===== src/logic/dhp_pkg.sv =====
// constants, modes and state encodings shared by the display host bus port
`default_nettype none
package dhp_pkg;

    localparam int CLK_NS = 20;

    // parallel cycle timing, nanoseconds
    localparam int T_AS_NS = 10;
    localparam int T_PW_WR_NS = 60;
    localparam int T_PW_RD_NS = 120;
    localparam int T_ACC_NS = 140;
    localparam int T_PWH_NS = 60;
    localparam int T_CYCLE_NS = 300;
    // serial timing, nanoseconds
    localparam int T_CSS_NS = 20;
    localparam int T_CSH_NS = 10;
    localparam int T_SCLK_LO_NS = 20;
    localparam int T_SCLK_HI_NS = 200;
    // display reset pulse width, nanoseconds
    localparam int T_RES_NS = 3000;
    // two flops on the read data pins
    localparam int SYNC_LAT = 2;

    function automatic int cyc_min(input int ns);
        int c;
        c = (ns + CLK_NS - 1) / CLK_NS;
        return (c < 1) ? 1 : c;
    endfunction

    function automatic int imax(input int a, input int b);
        return (a > b) ? a : b;
    endfunction

    localparam logic [7:0] C_AS = 8'(cyc_min(T_AS_NS));
    localparam logic [7:0] C_WR = 8'(cyc_min(T_PW_WR_NS));
    localparam logic [7:0] C_RD = 8'(imax(cyc_min(T_PW_RD_NS), cyc_min(T_ACC_NS)) + SYNC_LAT + 1);
    localparam logic [7:0] C_HOLD_WR = 8'(imax(cyc_min(T_PWH_NS),
        cyc_min(T_CYCLE_NS) - cyc_min(T_AS_NS) - cyc_min(T_PW_WR_NS)));
    localparam logic [7:0] C_HOLD_RD = 8'(imax(cyc_min(T_PWH_NS),
        cyc_min(T_CYCLE_NS) - cyc_min(T_AS_NS) - int'(C_RD)));
    localparam logic [7:0] C_CSS = 8'(cyc_min(T_CSS_NS));
    localparam logic [7:0] C_CSH = 8'(cyc_min(T_CSH_NS));
    localparam logic [7:0] C_SLO = 8'(cyc_min(T_SCLK_LO_NS));
    localparam logic [7:0] C_SHI = 8'(cyc_min(T_SCLK_HI_NS));
    localparam logic [7:0] C_RES = 8'(cyc_min(T_RES_NS));

    // request word layout in the FIFO
    localparam int REQ_W = 10;
    localparam int REQ_RD_BIT = 9;
    localparam int REQ_DC_BIT = 8;
    localparam int FIFO_DEPTH = 4;

    // data bus pin roles
    localparam int SCLK_BIT = 0;
    localparam int SDATA_BIT = 1;
    localparam logic [7:0] OE_N_RELEASE = 8'hff;
    localparam logic [7:0] OE_N_DRIVE = 8'h00;
    localparam logic [7:0] OE_N_SERIAL = 8'h04;
    localparam logic [2:0] BIT_MSB = 3'h7;

    typedef enum logic [1:0] {
        MODE_8080 = 2'h0,
        MODE_6800 = 2'h1,
        MODE_SPI3 = 2'h2,
        MODE_SPI4 = 2'h3
    } dhp_mode_t;

    typedef enum logic [2:0] {
        ST_RST = 3'h0,
        ST_IDLE = 3'h1,
        ST_SETUP = 3'h3,
        ST_STROBE = 3'h2,
        ST_HOLD = 3'h6,
        ST_SLO = 3'h7,
        ST_SHI = 3'h5
    } dhp_state_t;

endpackage
`default_nettype wire


===== src/logic/dhp_fifo.sv =====
// request FIFO with valid/ready on both sides
`timescale 1ns/100ps
`default_nettype none
module dhp_fifo
    import dhp_pkg::*;
#(
    parameter int W = REQ_W,
    parameter int D = FIFO_DEPTH
) (
    input wire logic i_clk,
    input wire logic i_arst_n,
    input wire logic i_in_valid,
    output logic o_in_ready,
    input wire logic [W-1:0] i_in_data,
    output logic o_out_valid,
    input wire logic i_out_ready,
    output logic [W-1:0] o_out_data
);
    localparam int AW = $clog2(D);

    typedef struct packed {
        logic [D-1:0][W-1:0] mem;
        logic [AW:0] wp;
        logic [AW:0] rp;
    } dhp_fifo_t;

    dhp_fifo_t q, d;
    logic full, empty;

    assign empty = (q.wp == q.rp);
    assign full = (q.wp[AW] != q.rp[AW]) && (q.wp[AW-1:0] == q.rp[AW-1:0]);
    assign o_in_ready = !full;
    assign o_out_valid = !empty;
    assign o_out_data = q.mem[q.rp[AW-1:0]];

    always_comb begin
        d = q;
        if (i_in_valid && !full) begin
            d.mem[q.wp[AW-1:0]] = i_in_data;
            d.wp = q.wp + 1'b1;
        end
        if (i_out_ready && !empty) begin
            d.rp = q.rp + 1'b1;
        end
    end

    always_ff @(posedge i_clk or negedge i_arst_n) begin
        if (!i_arst_n) begin
            q <= '0;
        end else begin
            q <= d;
        end
    end
endmodule // dhp_fifo
`default_nettype wire


===== src/logic/dhp_host_port.sv =====
// host-side controller driving a display module over its parallel or serial bus pins
// Function
// RULE_01: the port runs the bus as 8-bit 8080, 8-bit 6800, 3-wire serial or 4-wire serial, parallel bytes on an 8-bit two-way bus.
// RULE_02: in serial modes data goes on bus line 1, clock on line 0, line 2 is left open, upper lines and strobes are held low, and 3-wire holds data/command low.
// RULE_03: in 6800 mode the read/write select is low for a write and high for a read.
// RULE_04: data/command low selects the command path or status read, high selects display data.
// RULE_05: the display only honours the strobe while chip select is low.
// RULE_06: in 6800 mode every transfer is latched or completed on the falling edge of the strobe.
// RULE_07: a dummy display-data read precedes the first real one, whose data is valid only from the next read.
// RULE_08: while its reset pin is low the display initialises itself.
// RULE_09: serial modes allow writes only, no reads.
// RULE_10: the display drives the bus only during an addressed read.
`timescale 1ns/100ps
`default_nettype none
module dhp_host_port
    import dhp_pkg::*;
(
    input wire logic i_clk,
    input wire logic i_arst_n,
    input wire logic [1:0] i_mode,
    input wire logic i_disp_reset_req,
    input wire logic i_req_valid,
    output logic o_req_ready,
    input wire logic i_req_read,
    input wire logic i_req_dc,
    input wire logic [7:0] i_req_data,
    output logic o_rsp_valid,
    output logic [7:0] o_rsp_data,
    output logic o_rsp_err,
    output logic o_disp_rst_n,
    output logic o_cs_n,
    output logic o_dc,
    output logic o_e_rd,
    output logic o_rw_wr,
    output logic [7:0] o_db_out,
    output logic [7:0] o_db_oe_n,
    input wire logic [7:0] i_db_in
);

    typedef struct packed {
        dhp_state_t st;
        logic [7:0] cnt;
        logic [2:0] bits;
        dhp_mode_t mode;
        logic rd;
        logic dc;
        logic [7:0] shreg;
        logic dummy;
        logic need_dummy;
        logic rsp_valid;
        logic [7:0] rsp_data;
        logic rsp_err;
        logic [7:0] db_s1;
        logic [7:0] db_s2;
        logic rst_n;
        logic cs_n;
        logic dc_pin;
        logic e_rd;
        logic rw_wr;
        logic [7:0] db_out;
        logic [7:0] oe_n;
    } dhp_host_t;

    dhp_host_t q, d;
    logic fifo_valid;
    logic fifo_pop;
    logic [REQ_W-1:0] fifo_word;

    function automatic logic is_serial(input dhp_mode_t m);
        return (m == MODE_SPI3) || (m == MODE_SPI4);
    endfunction

    // resting level of the read strobe / write strobe pins for a mode
    function automatic logic strobe_idle(input dhp_mode_t m);
        return (m == MODE_8080);
    endfunction

    function automatic logic [7:0] oe_idle(input dhp_mode_t m);
        return is_serial(m) ? OE_N_SERIAL : OE_N_RELEASE;
    endfunction

    dhp_fifo #(
        .W(REQ_W),
        .D(FIFO_DEPTH)
    ) u_fifo (
        .i_clk(i_clk),
        .i_arst_n(i_arst_n),
        .i_in_valid(i_req_valid),
        .o_in_ready(o_req_ready),
        .i_in_data({i_req_read, i_req_dc, i_req_data}),
        .o_out_valid(fifo_valid),
        .i_out_ready(fifo_pop),
        .o_out_data(fifo_word)
    );

    always_comb begin
        d = q;
        fifo_pop = 1'b0;
        d.rsp_valid = 1'b0;
        d.db_s1 = i_db_in;
        d.db_s2 = q.db_s1;
        case (q.st)
            ST_RST: begin
                d.mode = dhp_mode_t'(i_mode);
                d.cs_n = 1'b1;
                d.e_rd = strobe_idle(dhp_mode_t'(i_mode)); // [RULE_02]
                d.rw_wr = strobe_idle(dhp_mode_t'(i_mode));
                d.oe_n = oe_idle(dhp_mode_t'(i_mode));
                d.db_out = '0;
                if (q.cnt == '0) begin
                    d.rst_n = 1'b1;
                    d.st = ST_IDLE;
                end else begin
                    d.rst_n = 1'b0; // [RULE_08]
                    d.cnt = q.cnt - 1'b1;
                end
            end
            ST_IDLE: begin
                if (i_disp_reset_req) begin
                    d.st = ST_RST;
                    d.cnt = C_RES - 1'b1;
                    d.rst_n = 1'b0; // [RULE_08]
                    d.need_dummy = 1'b1;
                end else if (fifo_valid) begin
                    fifo_pop = 1'b1;
                    d.mode = dhp_mode_t'(i_mode);
                    d.rd = fifo_word[REQ_RD_BIT];
                    d.dc = fifo_word[REQ_DC_BIT];
                    d.shreg = fifo_word[7:0];
                    if (fifo_word[REQ_RD_BIT] && is_serial(dhp_mode_t'(i_mode))) begin
                        // reads are refused on the serial bus
                        d.rsp_valid = 1'b1; // [RULE_09]
                        d.rsp_err = 1'b1;
                        d.rsp_data = '0;
                    end else begin
                        d.dummy = fifo_word[REQ_RD_BIT] && fifo_word[REQ_DC_BIT] && q.need_dummy; // [RULE_07]
                        if (!fifo_word[REQ_RD_BIT]) begin
                            d.need_dummy = 1'b1; // [RULE_07]
                        end
                        d.st = ST_SETUP;
                        d.cs_n = 1'b0; // [RULE_05]
                        d.dc_pin = (i_mode == MODE_SPI3) ? 1'b0 : fifo_word[REQ_DC_BIT]; // [RULE_04] [RULE_02]
                        if (is_serial(dhp_mode_t'(i_mode))) begin
                            d.cnt = C_CSS - 1'b1;
                            d.e_rd = 1'b0; // [RULE_02]
                            d.rw_wr = 1'b0;
                            d.oe_n = OE_N_SERIAL;
                            d.db_out = '0;
                        end else begin
                            d.cnt = C_AS - 1'b1;
                            if (i_mode == MODE_6800) begin
                                d.rw_wr = fifo_word[REQ_RD_BIT]; // [RULE_03]
                            end
                            // bus released for reads so only the display drives it
                            d.oe_n = fifo_word[REQ_RD_BIT] ? OE_N_RELEASE : OE_N_DRIVE; // [RULE_10]
                            d.db_out = fifo_word[7:0]; // [RULE_01]
                        end
                    end
                end
            end
            ST_SETUP: begin
                if (q.cnt != '0) begin
                    d.cnt = q.cnt - 1'b1;
                end else if (is_serial(q.mode)) begin
                    d.st = ST_SLO;
                    d.bits = BIT_MSB;
                    d.db_out[SDATA_BIT] = q.shreg[7]; // [RULE_02]
                    d.db_out[SCLK_BIT] = 1'b0;
                    d.cnt = C_SLO - 1'b1;
                end else begin
                    d.st = ST_STROBE;
                    d.cnt = (q.rd ? C_RD : C_WR) - 1'b1;
                    if (q.mode == MODE_6800) begin
                        d.e_rd = 1'b1;
                    end else if (q.rd) begin
                        d.e_rd = 1'b0;
                    end else begin
                        d.rw_wr = 1'b0;
                    end
                end
            end
            ST_STROBE: begin
                if (q.cnt != '0) begin
                    d.cnt = q.cnt - 1'b1;
                end else begin
                    // 6800: E falls here, 8080: the active-low strobe rises
                    d.e_rd = strobe_idle(q.mode); // [RULE_06]
                    d.rw_wr = (q.mode == MODE_6800) ? q.rw_wr : 1'b1;
                    if (q.rd) begin
                        d.rsp_data = q.db_s2;
                    end
                    d.st = ST_HOLD;
                    d.cnt = (q.rd ? C_HOLD_RD : C_HOLD_WR) - 1'b1;
                end
            end
            ST_HOLD: begin
                if (q.cnt != '0) begin
                    d.cnt = q.cnt - 1'b1;
                end else if (q.dummy) begin
                    // dummy read done: the real read follows under the same select
                    d.dummy = 1'b0; // [RULE_07]
                    d.st = ST_SETUP;
                    d.cnt = C_AS - 1'b1;
                end else begin
                    d.st = ST_IDLE;
                    d.cs_n = 1'b1;
                    d.oe_n = oe_idle(q.mode);
                    if (q.rd) begin
                        d.rsp_valid = 1'b1;
                        d.rsp_err = 1'b0;
                        if (q.dc) begin
                            d.need_dummy = 1'b0;
                        end
                    end
                end
            end
            ST_SLO: begin
                if (q.cnt != '0) begin
                    d.cnt = q.cnt - 1'b1;
                end else begin
                    d.db_out[SCLK_BIT] = 1'b1; // [RULE_02]
                    d.st = ST_SHI;
                    d.cnt = C_SHI - 1'b1;
                end
            end
            ST_SHI: begin
                if (q.cnt != '0) begin
                    d.cnt = q.cnt - 1'b1;
                end else begin
                    d.db_out[SCLK_BIT] = 1'b0;
                    if (q.bits == '0) begin
                        d.st = ST_HOLD;
                        d.cnt = C_CSH - 1'b1;
                    end else begin
                        d.bits = q.bits - 1'b1;
                        d.shreg = {q.shreg[6:0], 1'b0};
                        d.db_out[SDATA_BIT] = q.shreg[6];
                        d.st = ST_SLO;
                        d.cnt = C_SLO - 1'b1;
                    end
                end
            end
            default: begin
                d.st = ST_RST;
                d.cnt = C_RES - 1'b1;
            end
        endcase
    end

    always_ff @(posedge i_clk or negedge i_arst_n) begin
        if (!i_arst_n) begin
            q <= '0;
            q.st <= ST_RST;
            q.cnt <= C_RES - 1'b1;
            q.need_dummy <= 1'b1;
            q.cs_n <= 1'b1;
            q.oe_n <= OE_N_RELEASE;
        end else begin
            q <= d;
        end
    end

    assign o_rsp_valid = q.rsp_valid;
    assign o_rsp_data = q.rsp_data;
    assign o_rsp_err = q.rsp_err;
    assign o_disp_rst_n = q.rst_n;
    assign o_cs_n = q.cs_n;
    assign o_dc = q.dc_pin;
    assign o_e_rd = q.e_rd;
    assign o_rw_wr = q.rw_wr;
    assign o_db_out = q.db_out;
    assign o_db_oe_n = q.oe_n;
endmodule // dhp_host_port
`default_nettype wire


===== config.mk =====
export PLATFORM = sky130hd
export DESIGN_NAME = dhp_host_port
export DESIGN_NICKNAME = d
export VERILOG_FILES = /design/src/logic/dhp_pkg.sv /design/src/logic/dhp_fifo.sv /design/src/logic/dhp_host_port.sv
export SDC_FILE = /design/constraint.sdc
export NUM_CORES = 1
export LEC_CHECK = 0
export BUFFER_PORTS_ARGS = -buffer_cell sky130_fd_sc_hd__buf_2
export CELL_PAD_IN_SITES_DETAIL_PLACEMENT = 1
export CELL_PAD_IN_SITES_GLOBAL_PLACEMENT = 2
export CORE_MARGIN = 2
export CORE_UTILIZATION = 40
export CTS_BUF_LIST = sky130_fd_sc_hd__clkbuf_2 sky130_fd_sc_hd__clkbuf_4 sky130_fd_sc_hd__clkbuf_8
export DETAILED_ROUTE_END_ITERATION = 10
export HOLD_SLACK_MARGIN = 0.02
export PLACE_DENSITY_LB_ADDON = 0.1
export SYNTH_ARGS = -nofsm -noshare
export SYNTH_HDL_FRONTEND = slang
export SYNTH_SLANG_ARGS = --single-unit

===== constraint.sdc =====
create_clock -name i_clk -period 3.1 [get_ports i_clk]
set_input_delay 0.31 -clock i_clk [delete_from_list [all_inputs] [get_ports i_clk]]
set_output_delay 0.31 -clock i_clk [all_outputs]
set_load 0.005 [all_outputs]

==> impl_results.md, run 1 <==
* Total global routing track utilization at 0.2147
* Final weighted congestion in routability-driven placement at 0.7733
* Final sum of negative setup slack at 0 ns
* Count of fill cells added during filler insertion at 1552
* Final Hold Vio Count at 0
* Setup slack on the worst flop-to-flop path at 0.38 ns
* Critical Path AT at 3.08 ns
* Maximum frequency from static timing analysis at 0.3682 GHz
* R2R depth at 6
* Post-Route WL at 15150 µm
* Synthesized-area fraction occupied by and/or/nand/nor cells at 0.1059
* Part of the Yosys area used for sequential elements at 0.5010
* Iteration count of the initial detailed-routing pass at 4
* Areal power density over the cells at 664.1 mW/mm²
* Worst setup path category: reg -> reg
* Most numerous cell in the Yosys netlist: sky130_fd_sc_hd__dfrtp_1
* Count of synthesis-stage warnings from yosys at 0
* Setup crit end: o_db_oe_n[6]$_DFFE_PN1P_
* Top post-synthesis cells by area: sky130_fd_sc_hd__dfrtp_1 46%, sky130_fd_sc_hd__mux2_2 8.8%, sky130_fd_sc_hd__mux4_2 3.9%, sky130_fd_sc_hd__nand2_1 3.7%, sky130_fd_sc_hd__dfstp_2 3.6%
* Critical R2R Capture: o_db_oe_n[6]$_DFFE_PN1P_
* Total count of max-transition violations in the final report at 0
* Core footprint at 0.01399 mm²
* Top cells by instance count after synthesis: 107 x sky130_fd_sc_hd__dfrtp_1, 57 x sky130_fd_sc_hd__nand2_1, 45 x sky130_fd_sc_hd__mux2_2, 32 x sky130_fd_sc_hd__o21ai_0, 30 x sky130_fd_sc_hd__a21oi_1
* Clock-pin slew reported for the worst setup and hold paths after clock tree synthesis at 0.07 ns
* Adder and majority gate portion of the synthesized area at 0.02171
* Final worst path period need at 2.716 ns
* Synth Instances at 517
* Most used flip-flop cell after synthesis: sky130_fd_sc_hd__dfrtp_1
* Count of different cell masters after synthesis at 66
* Ratio of routed vias to standard cells at 5.506
* Maximum vdd drop at 0.4208 mV
* Parity-gate share of the synthesized area counting xor and xnor cells at 0.01671
* Net total in the final layout at 603
* Pin count of the biggest net entering global routing at 65
* Category of the worst setup path capture point: flop
* Post-detailed-placement cell area at 0.006088 mm²
* Post-synthesis mux area share at 0.1305
* Maximum root-to-sink buffer count at 2
* Number of buffers added by the clock tree synthesis step at 17
* Leakage at 2.908 nW
* Number of levels in the clock H-tree at 4
* Synthesized area per cell at 11.15 µm²
* Critical R2R Launch: u_fifo.q[0]$_DFFE_PN0P_
* Number of stages on the worst hold path at 2
* Clk root buf: sky130_fd_sc_hd__clkbuf_8
* Clock network latency to the later pin of the worst-skew pair at 0.45 ns
* Initial core utilization at 0.4121
* 1st-iter DRT viols at 119
* Count of unresolved DRC violations after routing at 0
* Remaining Overflow, GRT at 0
* Number of enable-type register cells in the synthesized netlist at 0
* Final Worst Setup Slack at 0.3842 ns
* Average routed wire per standard cell at 19.96 µm
* Vias in the first global route at 4393
* Worst Setup SP: u_fifo.q[0]$_DFFE_PN0P_
* Fraction of registers with async set or reset after synthesis at 1.000
* Peak fanout along the critical path at 10
* Skew final at 0.01959 ns
* Worst setup slack after placement at 0.4151 ns
* Quantity of gates resized following cts at 0
* Via count of the routed design at 4179
* Ports at 56
* Share of final-layout standard cells stronger than drive strength 1 at 0.3143
* Diodes inserted at 0
* DIE WIDTH at 124.0 µm
* Slew headroom at 0.5096
* CTS tree: built
* Remaining antenna violation count after routing at 0
* Hold slack at 0.1425 ns
* Clock sink count at 115
* Fraction of synthesized cell area taken by the top area cell type at 0.4645
* Antenna violations before repair at 0
* Syn Nets at 551
* Unrepaired setup endpoints after global routing: false
* Biggest area consumer among synthesized cells: sky130_fd_sc_hd__dfrtp_1
* Cell Area, Synth at 0.005764 mm²
* Number of maximum-capacitance violations at 0
* Count of port buffers added during placement at 55
* Area growth from synthesis to layout at 13.89%
* Complex-gate fraction of the synthesized area at 0.1572
* Number of rows created at floorplan at 43
* Count of buffers added by post-CTS timing repair for setup at 0
* Largest family of logic cells by synthesized area: compound AO/OA/AOI/OAI gates
* Hold Path Class: in -> reg
* Part of the cycle the worst path needs at 0.8761
* Setup-violating endpoint count in the final report at 0
* Finished Cell Area at 0.006565 mm²
* Half-perimeter wire length after placement at 10710 µm
* Worst EP required at 3.47 ns
* Outcome: complete, no violations
* Die height at 124.0 µm
* Synthesized flop and latch total at 115
* Transition at the pin with the smallest max-transition slack at 0.7356 ns
* Wire length of the first global-routing pass at 24190 µm
* Startpoint type of the worst setup path: flop
* Die ar. at 0.01539 mm²
## cell type report
| class | instances | area, µm² | share of cell area |
|---|---|---|---|
| clock buffers | 19 | 249.0 | 0.03793 |
| clock inverters | 10 | 137.6 | 0.02096 |
| inverters | 20 | 75.07 | 0.01144 |
| multi-input cells | 335 | 2490 | 0.3793 |
| flip-flops and latches | 115 | 2888 | 0.4399 |
| well taps | 180 | 225.2 | 0.03431 |
| repair buffers | 80 | 500.5 | 0.07623 |
## registers in the layout (all words and copies together) (netlist names)
| register | count |
|---|---|
| o_db_oe_n | 2 |
| q | 36 |
| o_cs_n | 1 |
| o_disp_rst_n | 1 |
| o_rsp_data | 8 |
| o_e_rd | 1 |
| o_rsp_valid | 1 |
| o_rsp_err | 1 |
| o_dc | 1 |
| d | 8 |
| o_rw_wr | 1 |
| o_db_out | 8 |
| u_fifo.q | 46 |
## metrics by stage
| stage | cells | total power [mW] | utilization |
|---|---|---|---|
| finish | 759 | 4.360 | 0.4693 |
| global route | 759 | 4.586 | 0.4693 |
| CTS | 759 | 4.426 | 0.4693 |
| detailed placement | 721 | 2.985 | 0.4352 |
| global placement | 721 | 2.907 | 0.4352 |
| floorplan | 517 | 2.662 | - |
## worst min-delay path by stage
stage / start / end / slack, ns
2_1_floorplan: i_arst_n / d[21]$_DFF_PN0_ / 0.01
3_3_place_gp: d[27]$_DFF_PN0_ / q[27]$_DFF_PN0_ / 0.33
3_5_place_dp: d[28]$_DFF_PN0_ / q[28]$_DFF_PN0_ / 0.34
4_1_cts: i_req_dc / u_fifo.q[34]$_DFFE_PN0P_ / 0.10
5_1_grt: i_req_data[6] / u_fifo.q[22]$_DFFE_PN0P_ / 0.13
6_report: i_req_dc / u_fifo.q[34]$_DFFE_PN0P_ / 0.14
## metal layers
layer	vias to the layer above	wire length (µm)	global-route usage
met4	0	320	0.08427
li1	1943	-	-
met5	-	0	0
met1	2141	6709	0.2687
met2	73	7589	0.3596
met3	22	531	0.04991
## cells by family after synthesis
kind of cell | Yosys count
and+or+nand+nor | 126
xor gates and xnor gates | 11
adders and majority gates | 10
AOI/OAI and AO/OA | 131
DFF | 115
muxes | 57
buffers and inverters | 67
## worst max-delay path: stages (launching register included)
cell and delay (ns):
sky130_fd_sc_hd__dfrtp_1 0.38, sky130_fd_sc_hd__mux4_2 0.59, sky130_fd_sc_hd__ha_1 0.36, sky130_fd_sc_hd__a311oi_2 0.46
sky130_fd_sc_hd__o21ai_2 0.21, sky130_fd_sc_hd__a22oi_1 0.27, sky130_fd_sc_hd__mux2_2 0.36
## placed cells by master, fill, tap and decap left out, drive strengths merged, types with 19 or more instances in the layout
cell type    n
dfrtp      107
a21oi       31
clkbuf      19
nor2        27
o21ai       35
mux2        45
buf         71
nand2       57
inv         20
## power breakdown
group / switching [mW] / total [mW] / internal (mW)
logic: 0.450 / 0.952 / 0.502
clock network: 0.623 / 1.42 / 0.795
registers: 0.177 / 1.99 / 1.81
total: 1.25 / 4.36 / 3.11
## what timing repair did
action | in CTS | in global routing
endpoints found under the setup margin | 0 | 0
endpoints found under the hold margin | 54 | 0
hold buffers | 9 | 0
(Power assumes the default switching activity.)
==> run 2, diff against run 1 <==
- ABC_AREA: not set -> 1
- CORE_UTILIZATION: 40 -> 37
- PLACE_DENSITY_LB_ADDON: 0.1 -> 0.15
==> impl_results.md, run 2 <==
* Category of the worst setup path capture point: flop
* Final weighted congestion in routability-driven placement at 0.8753 (+13%)
* Synth Instances at 743 (+44%)
* Number of levels in the clock H-tree at 4 (unchanged)
* Most used flip-flop cell after synthesis: sky130_fd_sc_hd__dfrtp_1
* Clk root buf: sky130_fd_sc_hd__clkbuf_8
* Transition at the pin with the smallest max-transition slack at 0.7933 ns (+0.05775 ns)
* Core footprint at 0.01583 mm² (+13%)
* Unrepaired setup endpoints after global routing: false
* Peak fanout along the critical path at 10 (unchanged)
* Average routed wire per standard cell at 16.54 µm (-17%)
* Worst Setup SP: u_fifo.q[0]$_DFFE_PN0P_
* Leakage at 3.447 nW (+19%)
* Count of port buffers added during placement at 55 (unchanged)
* Remaining antenna violation count after routing at 0 (unchanged)
* Final sum of negative setup slack at 0 ns (unchanged)
* Die height at 130.8 µm (+5.5%)
* Worst EP required at 3.41 ns (-0.06 ns)
* Clock-pin slew reported for the worst setup and hold paths after clock tree synthesis at 0.08 ns (about the same)
* Setup slack on the worst flop-to-flop path at 0.67 ns (+0.29 ns)
* Hold Path Class: in -> reg
* Commonest non-fill, non-tap cells in the layout: 221 x sky130_fd_sc_hd__nand2_1, 107 x sky130_fd_sc_hd__dfrtp_1, 87 x sky130_fd_sc_hd__o21ai_0
* Worst setup path category: reg -> reg
* Most numerous cell in the Yosys netlist: sky130_fd_sc_hd__nand2_1
* Die ar. at 0.01712 mm² (+11%)
* Synthesized area per cell at 8.011 µm² (-28%)
* Fraction of registers with async set or reset after synthesis at 1.000 (unchanged)
* Multi-input gate area at 0.002451 mm² (-1.6%)
* Ports at 56 (unchanged)
* DP Cell Count at 975 (+35%)
* Antenna violations before repair at 0 (unchanged)
* Number of rows created at floorplan at 46 (+7.0%)
* Critical R2R Launch: u_fifo.q[0]$_DFFE_PN0P_
* Largest register FFs at 46 (unchanged)
* Count of unresolved DRC violations after routing at 0 (unchanged)
* Total count of max-transition violations in the final report at 0 (unchanged)
* Register area at 0.002888 mm² (unchanged)
* Maximum vdd drop at 0.3342 mV (-21%)
* Critical Path AT at 2.74 ns (-0.34 ns)
* 1st-iter DRT viols at 248 (+110%)
* Count of buffers added by post-CTS timing repair for setup at 0 (unchanged)
* DIE WIDTH at 130.8 µm (+5.5%)
* CTS tree: built
* Half-perimeter wire length after placement at 12280 µm (+15%)
* Vias in the first global route at 5147 (+17%)
* Slew headroom at 0.4711 (-0.03850)
* Top cells by instance count after synthesis: 221 x sky130_fd_sc_hd__nand2_1, 107 x sky130_fd_sc_hd__dfrtp_1, 87 x sky130_fd_sc_hd__o21ai_0, 68 x sky130_fd_sc_hd__inv_1, 57 x sky130_fd_sc_hd__nor2_1
* Synthesized flop and latch total at 115 (unchanged)
* Wire length of the first global-routing pass at 27080 µm (+12%)
* Clock network latency to the later pin of the worst-skew pair at 0.46 ns (about the same)
* Biggest area consumer among synthesized cells: sky130_fd_sc_hd__dfrtp_1
* Area growth from synthesis to layout at 13.79% (about the same)
* Number of enable-type register cells in the synthesized netlist at 0 (unchanged)
* Skew final at 0.008090 ns (-0.01150 ns)
* Critical R2R Capture: o_db_out[3]$_DFFE_PN0P_
* Fraction of synthesized cell area taken by the top area cell type at 0.4499 (-0.01465)
* Cell Area, Synth at 0.005952 mm² (+3.3%)
* Most common library cell in the layout ignoring fill and taps: sky130_fd_sc_hd__nand2_1
* Diodes inserted at 0 (unchanged)
* Top Registers: u_fifo.q: 46 flops, q: 36 flops
* Setup crit end: o_db_out[3]$_DFFE_PN0P_
* Outcome: complete, no violations
* Post-Route WL at 16810 µm (+11%)
* Ratio of routed vias to standard cells at 4.871 (-12%)
* R2R depth at 12 (+6)
* Syn Nets at 777 (+41%)
* Via count of the routed design at 4949 (+18%)
* Startpoint type of the worst setup path: flop
* Count of synthesis-stage warnings from yosys at 0 (unchanged)
* Initial core utilization at 0.3760 (-0.03603)
* Maximum root-to-sink buffer count at 2 (unchanged)
* Areal power density over the cells at 628.3 mW/mm² (-5.4%)
* Register bank with the most flops: u_fifo.q
* Setup-violating endpoint count in the final report at 0 (unchanged)
* Remaining Overflow, GRT at 0 (unchanged)
* Number of buffers added by the clock tree synthesis step at 17 (unchanged)
* Net total in the final layout at 821 (+36%)
* Maximum frequency from static timing analysis at 0.4122 GHz (+12%)
* Clock sink count at 115 (unchanged)
* Top post-synthesis cells by area: sky130_fd_sc_hd__dfrtp_1 45%, sky130_fd_sc_hd__nand2_1 14%, sky130_fd_sc_hd__o21ai_0 7.3%, sky130_fd_sc_hd__inv_1 4.3%, sky130_fd_sc_hd__nor2_1 3.6%
* Final Hold Vio Count at 0 (unchanged)
* Iteration count of the initial detailed-routing pass at 4 (unchanged)
* Total global routing track utilization at 0.2112 (-0.003487)
* Final worst path period need at 2.426 ns (-0.2897 ns)
* Count of fill cells added during filler insertion at 1966 (+27%)
* Share of final-layout standard cells stronger than drive strength 1 at 0.1825 (-0.1318)
* Count of different cell masters after synthesis at 39 (-41%)
* Number of maximum-capacitance violations at 0 (unchanged)
* Filler-free cell count of the finished design at 1016 (+34%)
* Part of the cycle the worst path needs at 0.7826 (-0.09346)
* Part of the Yosys area used for sequential elements at 0.4852 (-0.01580)
* Pin count of the biggest net entering global routing at 60 (-7.7%)
run 2: changes by cell type in the layout (fill, tap and decap cells not counted), sizes merged, moves of 18 or more:
| cell | change |
|---|---|
| nand3 | +23 |
| nand2 | +176 |
| inv | +68 |
| mux2 | -45 |
| o21ai | +66 |
| nor2 | +36 |
| a21oi | -18 |
run 2: cells by family (layout without fill, tap and decap cells):
logic type               count (synthesis)  in the layout  synth area share
AO/OA/AOI/OAI                          131            131            0.1228
XOR/XNOR                                 9              9           0.01324
adder cells (fa/ha/maj)                 10             10           0.02102
buffers and inverters                  127            184            0.1030
flip-flops                             115            115            0.4852
AND/OR/NAND/NOR                        351            351            0.2548
run 2: timing repair:
| action | 4_1_cts | 5_1_grt |
|---|---|---|
| hold buffers | 9 | 0 |
| hold endpoints to repair | 57 | 0 |
| resized for setup | 0 | 0 |
run 2: area by class of cell:
cell class | instances | share of cell area
flip-flops and latches | 115 | 0.4264
multi-input cells | 501 | 0.3619
repair buffers | 70 | 0.06281
inverters | 82 | 0.04582
well taps | 216 | 0.03990
clock buffers | 17 | 0.03455
clock inverters | 15 | 0.02863
run 2: worst min-delay path by stage:
| stage | start | to | slack, ns | depth (start not counted) |
|---|---|---|---|---|
| final | i_req_valid | u_fifo.q[3]$_DFFE_PN0P_ | 0.16 | 3 |
| after detailed placement | d[27]$_DFF_PN0_ | q[27]$_DFF_PN0_ | 0.34 | 0 |
| after global placement | d[26]$_DFF_PN0_ | q[26]$_DFF_PN0_ | 0.33 | 0 |
| after CTS | i_req_valid | u_fifo.q[3]$_DFFE_PN0P_ | 0.14 | 3 |
| after global routing | i_req_valid | u_fifo.q[3]$_DFFE_PN0P_ | 0.15 | 3 |
| after floorplan | i_arst_n | d[21]$_DFF_PN0_ | 0.01 | 0 |
run 2: worst max-delay path: stages, from the launching register on:
cell and delay [ns]:
sky130_fd_sc_hd__dfrtp_1 0.54, sky130_fd_sc_hd__inv_2 0.08, sky130_fd_sc_hd__nand2_1 0.08, sky130_fd_sc_hd__nand3_1 0.07
sky130_fd_sc_hd__nand2_1 0.12, sky130_fd_sc_hd__inv_1 0.09, sky130_fd_sc_hd__ha_1 0.31, sky130_fd_sc_hd__inv_1 0.13
sky130_fd_sc_hd__nand2_1 0.06, sky130_fd_sc_hd__nand2_1 0.15, sky130_fd_sc_hd__inv_1 0.06, sky130_fd_sc_hd__a21oi_1 0.43
sky130_fd_sc_hd__o21ai_0 0.17
run 2: per-layer routing:
metal,GRT usage,vias to the layer above,wire length [µm]
met5,0,-,0
met4,0.08573,0,412
met3,0.04642,28,385
met2,0.3732,62,8678
met1,0.2494,2417,7327
li1,-,2442,-
run 2: metrics by stage:
step	setup WS [ns]	util	cell area [µm²]	total power [mW]	hold slack, ns
floorplan	1.224	-	5952	2.453	0.01441
global placement	0.8077	0.3952	6255	2.698	0.3329
detailed placement	0.7166	0.3952	6255	2.737	0.3363
CTS	0.7134	0.4279	6773	4.317	0.1355
global route	0.3717	0.4279	6773	4.536	0.1462
finish	0.6739	0.4279	6773	4.255	0.1615
run 2: where the power goes:
part           leakage (nW)  internal [mW]  switching, mW  total [mW]
combinational          1.80          0.274          0.490       0.763
sequential             1.43           1.77          0.167        1.94
clock                 0.212          0.819          0.731        1.55
==> run 3, diff against run 2 <==
- clock period: 3.1 -> 2.5 ns (I/O delays scaled with it)
==> impl_results.md, run 3 (synthesis results as in run 2) <==
* Startpoint type of the worst setup path: flop
* Worst EP required at 2.83 ns (-0.58 ns)
* CP peak stage delay at 0.45 ns (-0.09 ns)
* Number of buffers added by the clock tree synthesis step at 17 (unchanged)
* Die ar. at 0.01712 mm² (unchanged)
* Transition at the pin with the smallest max-transition slack at 0.5880 ns (-0.2053 ns)
* Met2 demand-to-capacity share in global routing at 0.3719 (-0.001225)
* Clk root buf: sky130_fd_sc_hd__clkbuf_8
* Category of the worst setup path capture point: flop
* Commonest non-fill, non-tap cells in the layout: 221 x sky130_fd_sc_hd__nand2_1, 107 x sky130_fd_sc_hd__dfrtp_1, 87 x sky130_fd_sc_hd__o21ai_0
* Worst setup path category: reg -> reg
* Maximum vdd drop at 0.5312 mV (+59%)
* Unrepaired setup endpoints after global routing: false
* Diodes inserted at 0 (unchanged)
* Buffering stage count on the worst path with inverters included at 2 (-2)
* Total global routing track utilization at 0.2078 (-0.003400)
* Worst-path cell chain: inv_2 -> nand2_1 -> nand3_1 -> nand2_1 -> inv_1 -> ha_1 -> nand2_2 -> nand2_1 -> nand2_1 -> a21oi_2 -> nand2_4 -> nand2_1 -> o21ai_2
* Clock-pin slew reported for the worst setup and hold paths after clock tree synthesis at 0.08 ns (about the same)
* Slowest cell on the critical path: sky130_fd_sc_hd__dfrtp_1
* Number of rows created at floorplan at 46 (unchanged)
* Count of port buffers added during placement at 55 (unchanged)
* Largest register FFs at 46 (unchanged)
* Via count of the routed design at 4939 (-0.20%)
* Worst setup slack after placement at 0.2958 ns (-0.4208 ns)
* Count of unresolved DRC violations after routing at 0 (unchanged)
* Clock sink count at 115 (unchanged)
* Ports at 56 (unchanged)
* Peak fanout along the critical path at 16 (+6)
* Final sum of negative setup slack at 0 ns (unchanged)
* Core footprint at 0.01583 mm² (unchanged)
* CP top delay family: simple AND/OR/NAND/NOR gates
* Half-perimeter wire length after placement at 12230 µm (-0.44%)
* Setup-violating endpoint count in the final report at 0 (unchanged)
* Top Registers: u_fifo.q: 46 flops, q: 36 flops
* Peak-usage layer in the global routing report: met2
* Post-Route WL at 16740 µm (-0.37%)
* DIE WIDTH at 130.8 µm (unchanged)
* Remaining Overflow, GRT at 0 (unchanged)
* Ratio of routed vias to standard cells at 4.842 (-0.59%)
* Total power at 5.183 mW (+22%)
* Critical Path AT at 2.50 ns (-0.24 ns)
* Finished Cell Area at 0.006782 mm² (+0.13%)
* Leakage at 3.450 nW (about the same)
* Wire length of the first global-routing pass at 27180 µm (+0.38%)
* Number of levels in the clock H-tree at 4 (unchanged)
* Met1 Usage GRT at 0.2545 (+0.005098)
* Final worst path period need at 2.173 ns (-0.2534 ns)
* Vias in the first global route at 5056 (-1.8%)
* Average routed wire per standard cell at 16.41 µm (-0.77%)
* Share of final-layout standard cells stronger than drive strength 1 at 0.1891 (+0.006555)
* Final Hold Vio Count at 0 (unchanged)
* Slew headroom at 0.6080 (+0.1369)
* CTS tree: built
* Critical Path Most Common Cell: sky130_fd_sc_hd__nand2_1
* Die height at 130.8 µm (unchanged)
* Count of buffers added by post-CTS timing repair for setup at 0 (unchanged)
* Antenna violations before repair at 0 (unchanged)
* Most common library cell in the layout ignoring fill and taps: sky130_fd_sc_hd__nand2_1
* Hold slack at 0.1084 ns (-0.05303 ns)
* Register bank with the most flops: u_fifo.q
* Maximum root-to-sink buffer count at 2 (unchanged)
* Number of maximum-capacitance violations at 0 (unchanged)
* Iteration count of the initial detailed-routing pass at 5 (+1)
* Pin count of the biggest net entering global routing at 73 (+22%)
* Post-detailed-placement cell area at 0.006285 mm² (+0.48%)
* Final Worst Setup Slack at 0.3273 ns (-0.3466 ns)
* Initial core utilization at 0.3760 (unchanged)
* Net total in the final layout at 825 (+0.49%)
* Final weighted congestion in routability-driven placement at 0.8966 (+2.4%)
* Part of the cycle the worst path needs at 0.8691 (+0.08646)
* Total count of max-transition violations in the final report at 0 (unchanged)
* Areal power density over the cells at 764.2 mW/mm² (+22%)
* Hold Path Class: in -> reg
* Met3 GRT Util at 0.04031 (-0.006107)
* Clock network latency to the later pin of the worst-skew pair at 0.45 ns (about the same)
* 1st-iter DRT viols at 217 (-13%)
* Area growth from synthesis to layout at 13.94%
* Remaining antenna violation count after routing at 0 (unchanged)
* Outcome: complete, no violations
* Maximum frequency from static timing analysis at 0.4603 GHz (+12%)
* Skew final at 0.01446 ns (+0.006374 ns)
run 3: cell types whose count changed in the layout (fill, tap and decap cells not counted), sizes merged:
| cell | change |
|---|---|
| buf | +4 |
| bufinv | -1 |
| clkbuf | +3 |
| clkinv | +3 |
| clkinvlp | +2 |
| inv | -7 |
run 3: metal layers:
metal,wire (µm),part of all wire,vias to the layer above
li1,-,-,2454
met3,376,0.022,17
met2,8612,0.51,48
met1,7528,0.45,2420
met4,225,0.013,0
met5,0,0,-
run 3: layout make-up:
| class | instances | area (µm²) |
|---|---|---|
| clock inverters | 12 | 131.4 |
| well taps | 216 | 270.3 |
| flip-flops and latches | 115 | 2888 |
| fillers | 1950 | 9046 |
| clock buffers | 20 | 269.0 |
| inverters | 82 | 310.3 |
| multi-input cells | 501 | 2457 |
| repair buffers | 74 | 455.4 |
run 3: repair_timing:
item                       in CTS  in global routing
resized for setup               0                  2
hold buffers                    9                  0
hold endpoints to repair       51                  0
setup endpoints to repair       0                  8
run 3: worst reg2reg max path, delay by kind of cell, from the launching register on:
| kind | cells | cell delay, ns |
|---|---|---|
| compound gates | 2 | 0.20 |
| buf+inv | 2 | 0.30 |
| simple gates | 8 | 0.81 |
| flops | 1 | 0.45 |
| fa+ha+maj | 1 | 0.30 |
run 3: power breakdown:
| group | internal [mW] | switching (mW) |
|---|---|---|
| Combinational | 0.358 | 0.623 |
| Clock | 0.948 | 0.840 |
| Sequential | 2.20 | 0.211 |
| Total | 3.51 | 1.67 |
run 3: path summary, 6_finish.rpt:
kind / startpoint / depth (start not counted) / slack (ns) / to
max reg2reg: u_fifo.q[0]$_DFFE_PN0P_ / 13 / 0.33 / o_rsp_data[7]$_DFFE_PN0P_
max: u_fifo.q[0]$_DFFE_PN0P_ / 13 / 0.33 / o_rsp_data[7]$_DFFE_PN0P_
max in group asynchronous: i_arst_n / 3 / 1.34 / q[53]$_DFFE_PN0P_
min: i_req_data[5] / 3 / 0.11 / u_fifo.q[31]$_DFFE_PN0P_
min reg2reg: d[27]$_DFF_PN0_ / 0 / 0.35 / q[27]$_DFF_PN0_
min in group asynchronous: i_arst_n / 2 / 0.35 / q[69]$_DFFE_PN0P_
run 3: through the flow:
| step | utilization | std cells |
|---|---|---|
| CTS | 0.4281 | 1020 |
| detailed placement | 0.3971 | 979 |
| floorplan | - | 743 |
| finish | 0.4285 | 1020 |
| global placement | 0.3971 | 979 |
| global route | 0.4285 | 1020 |
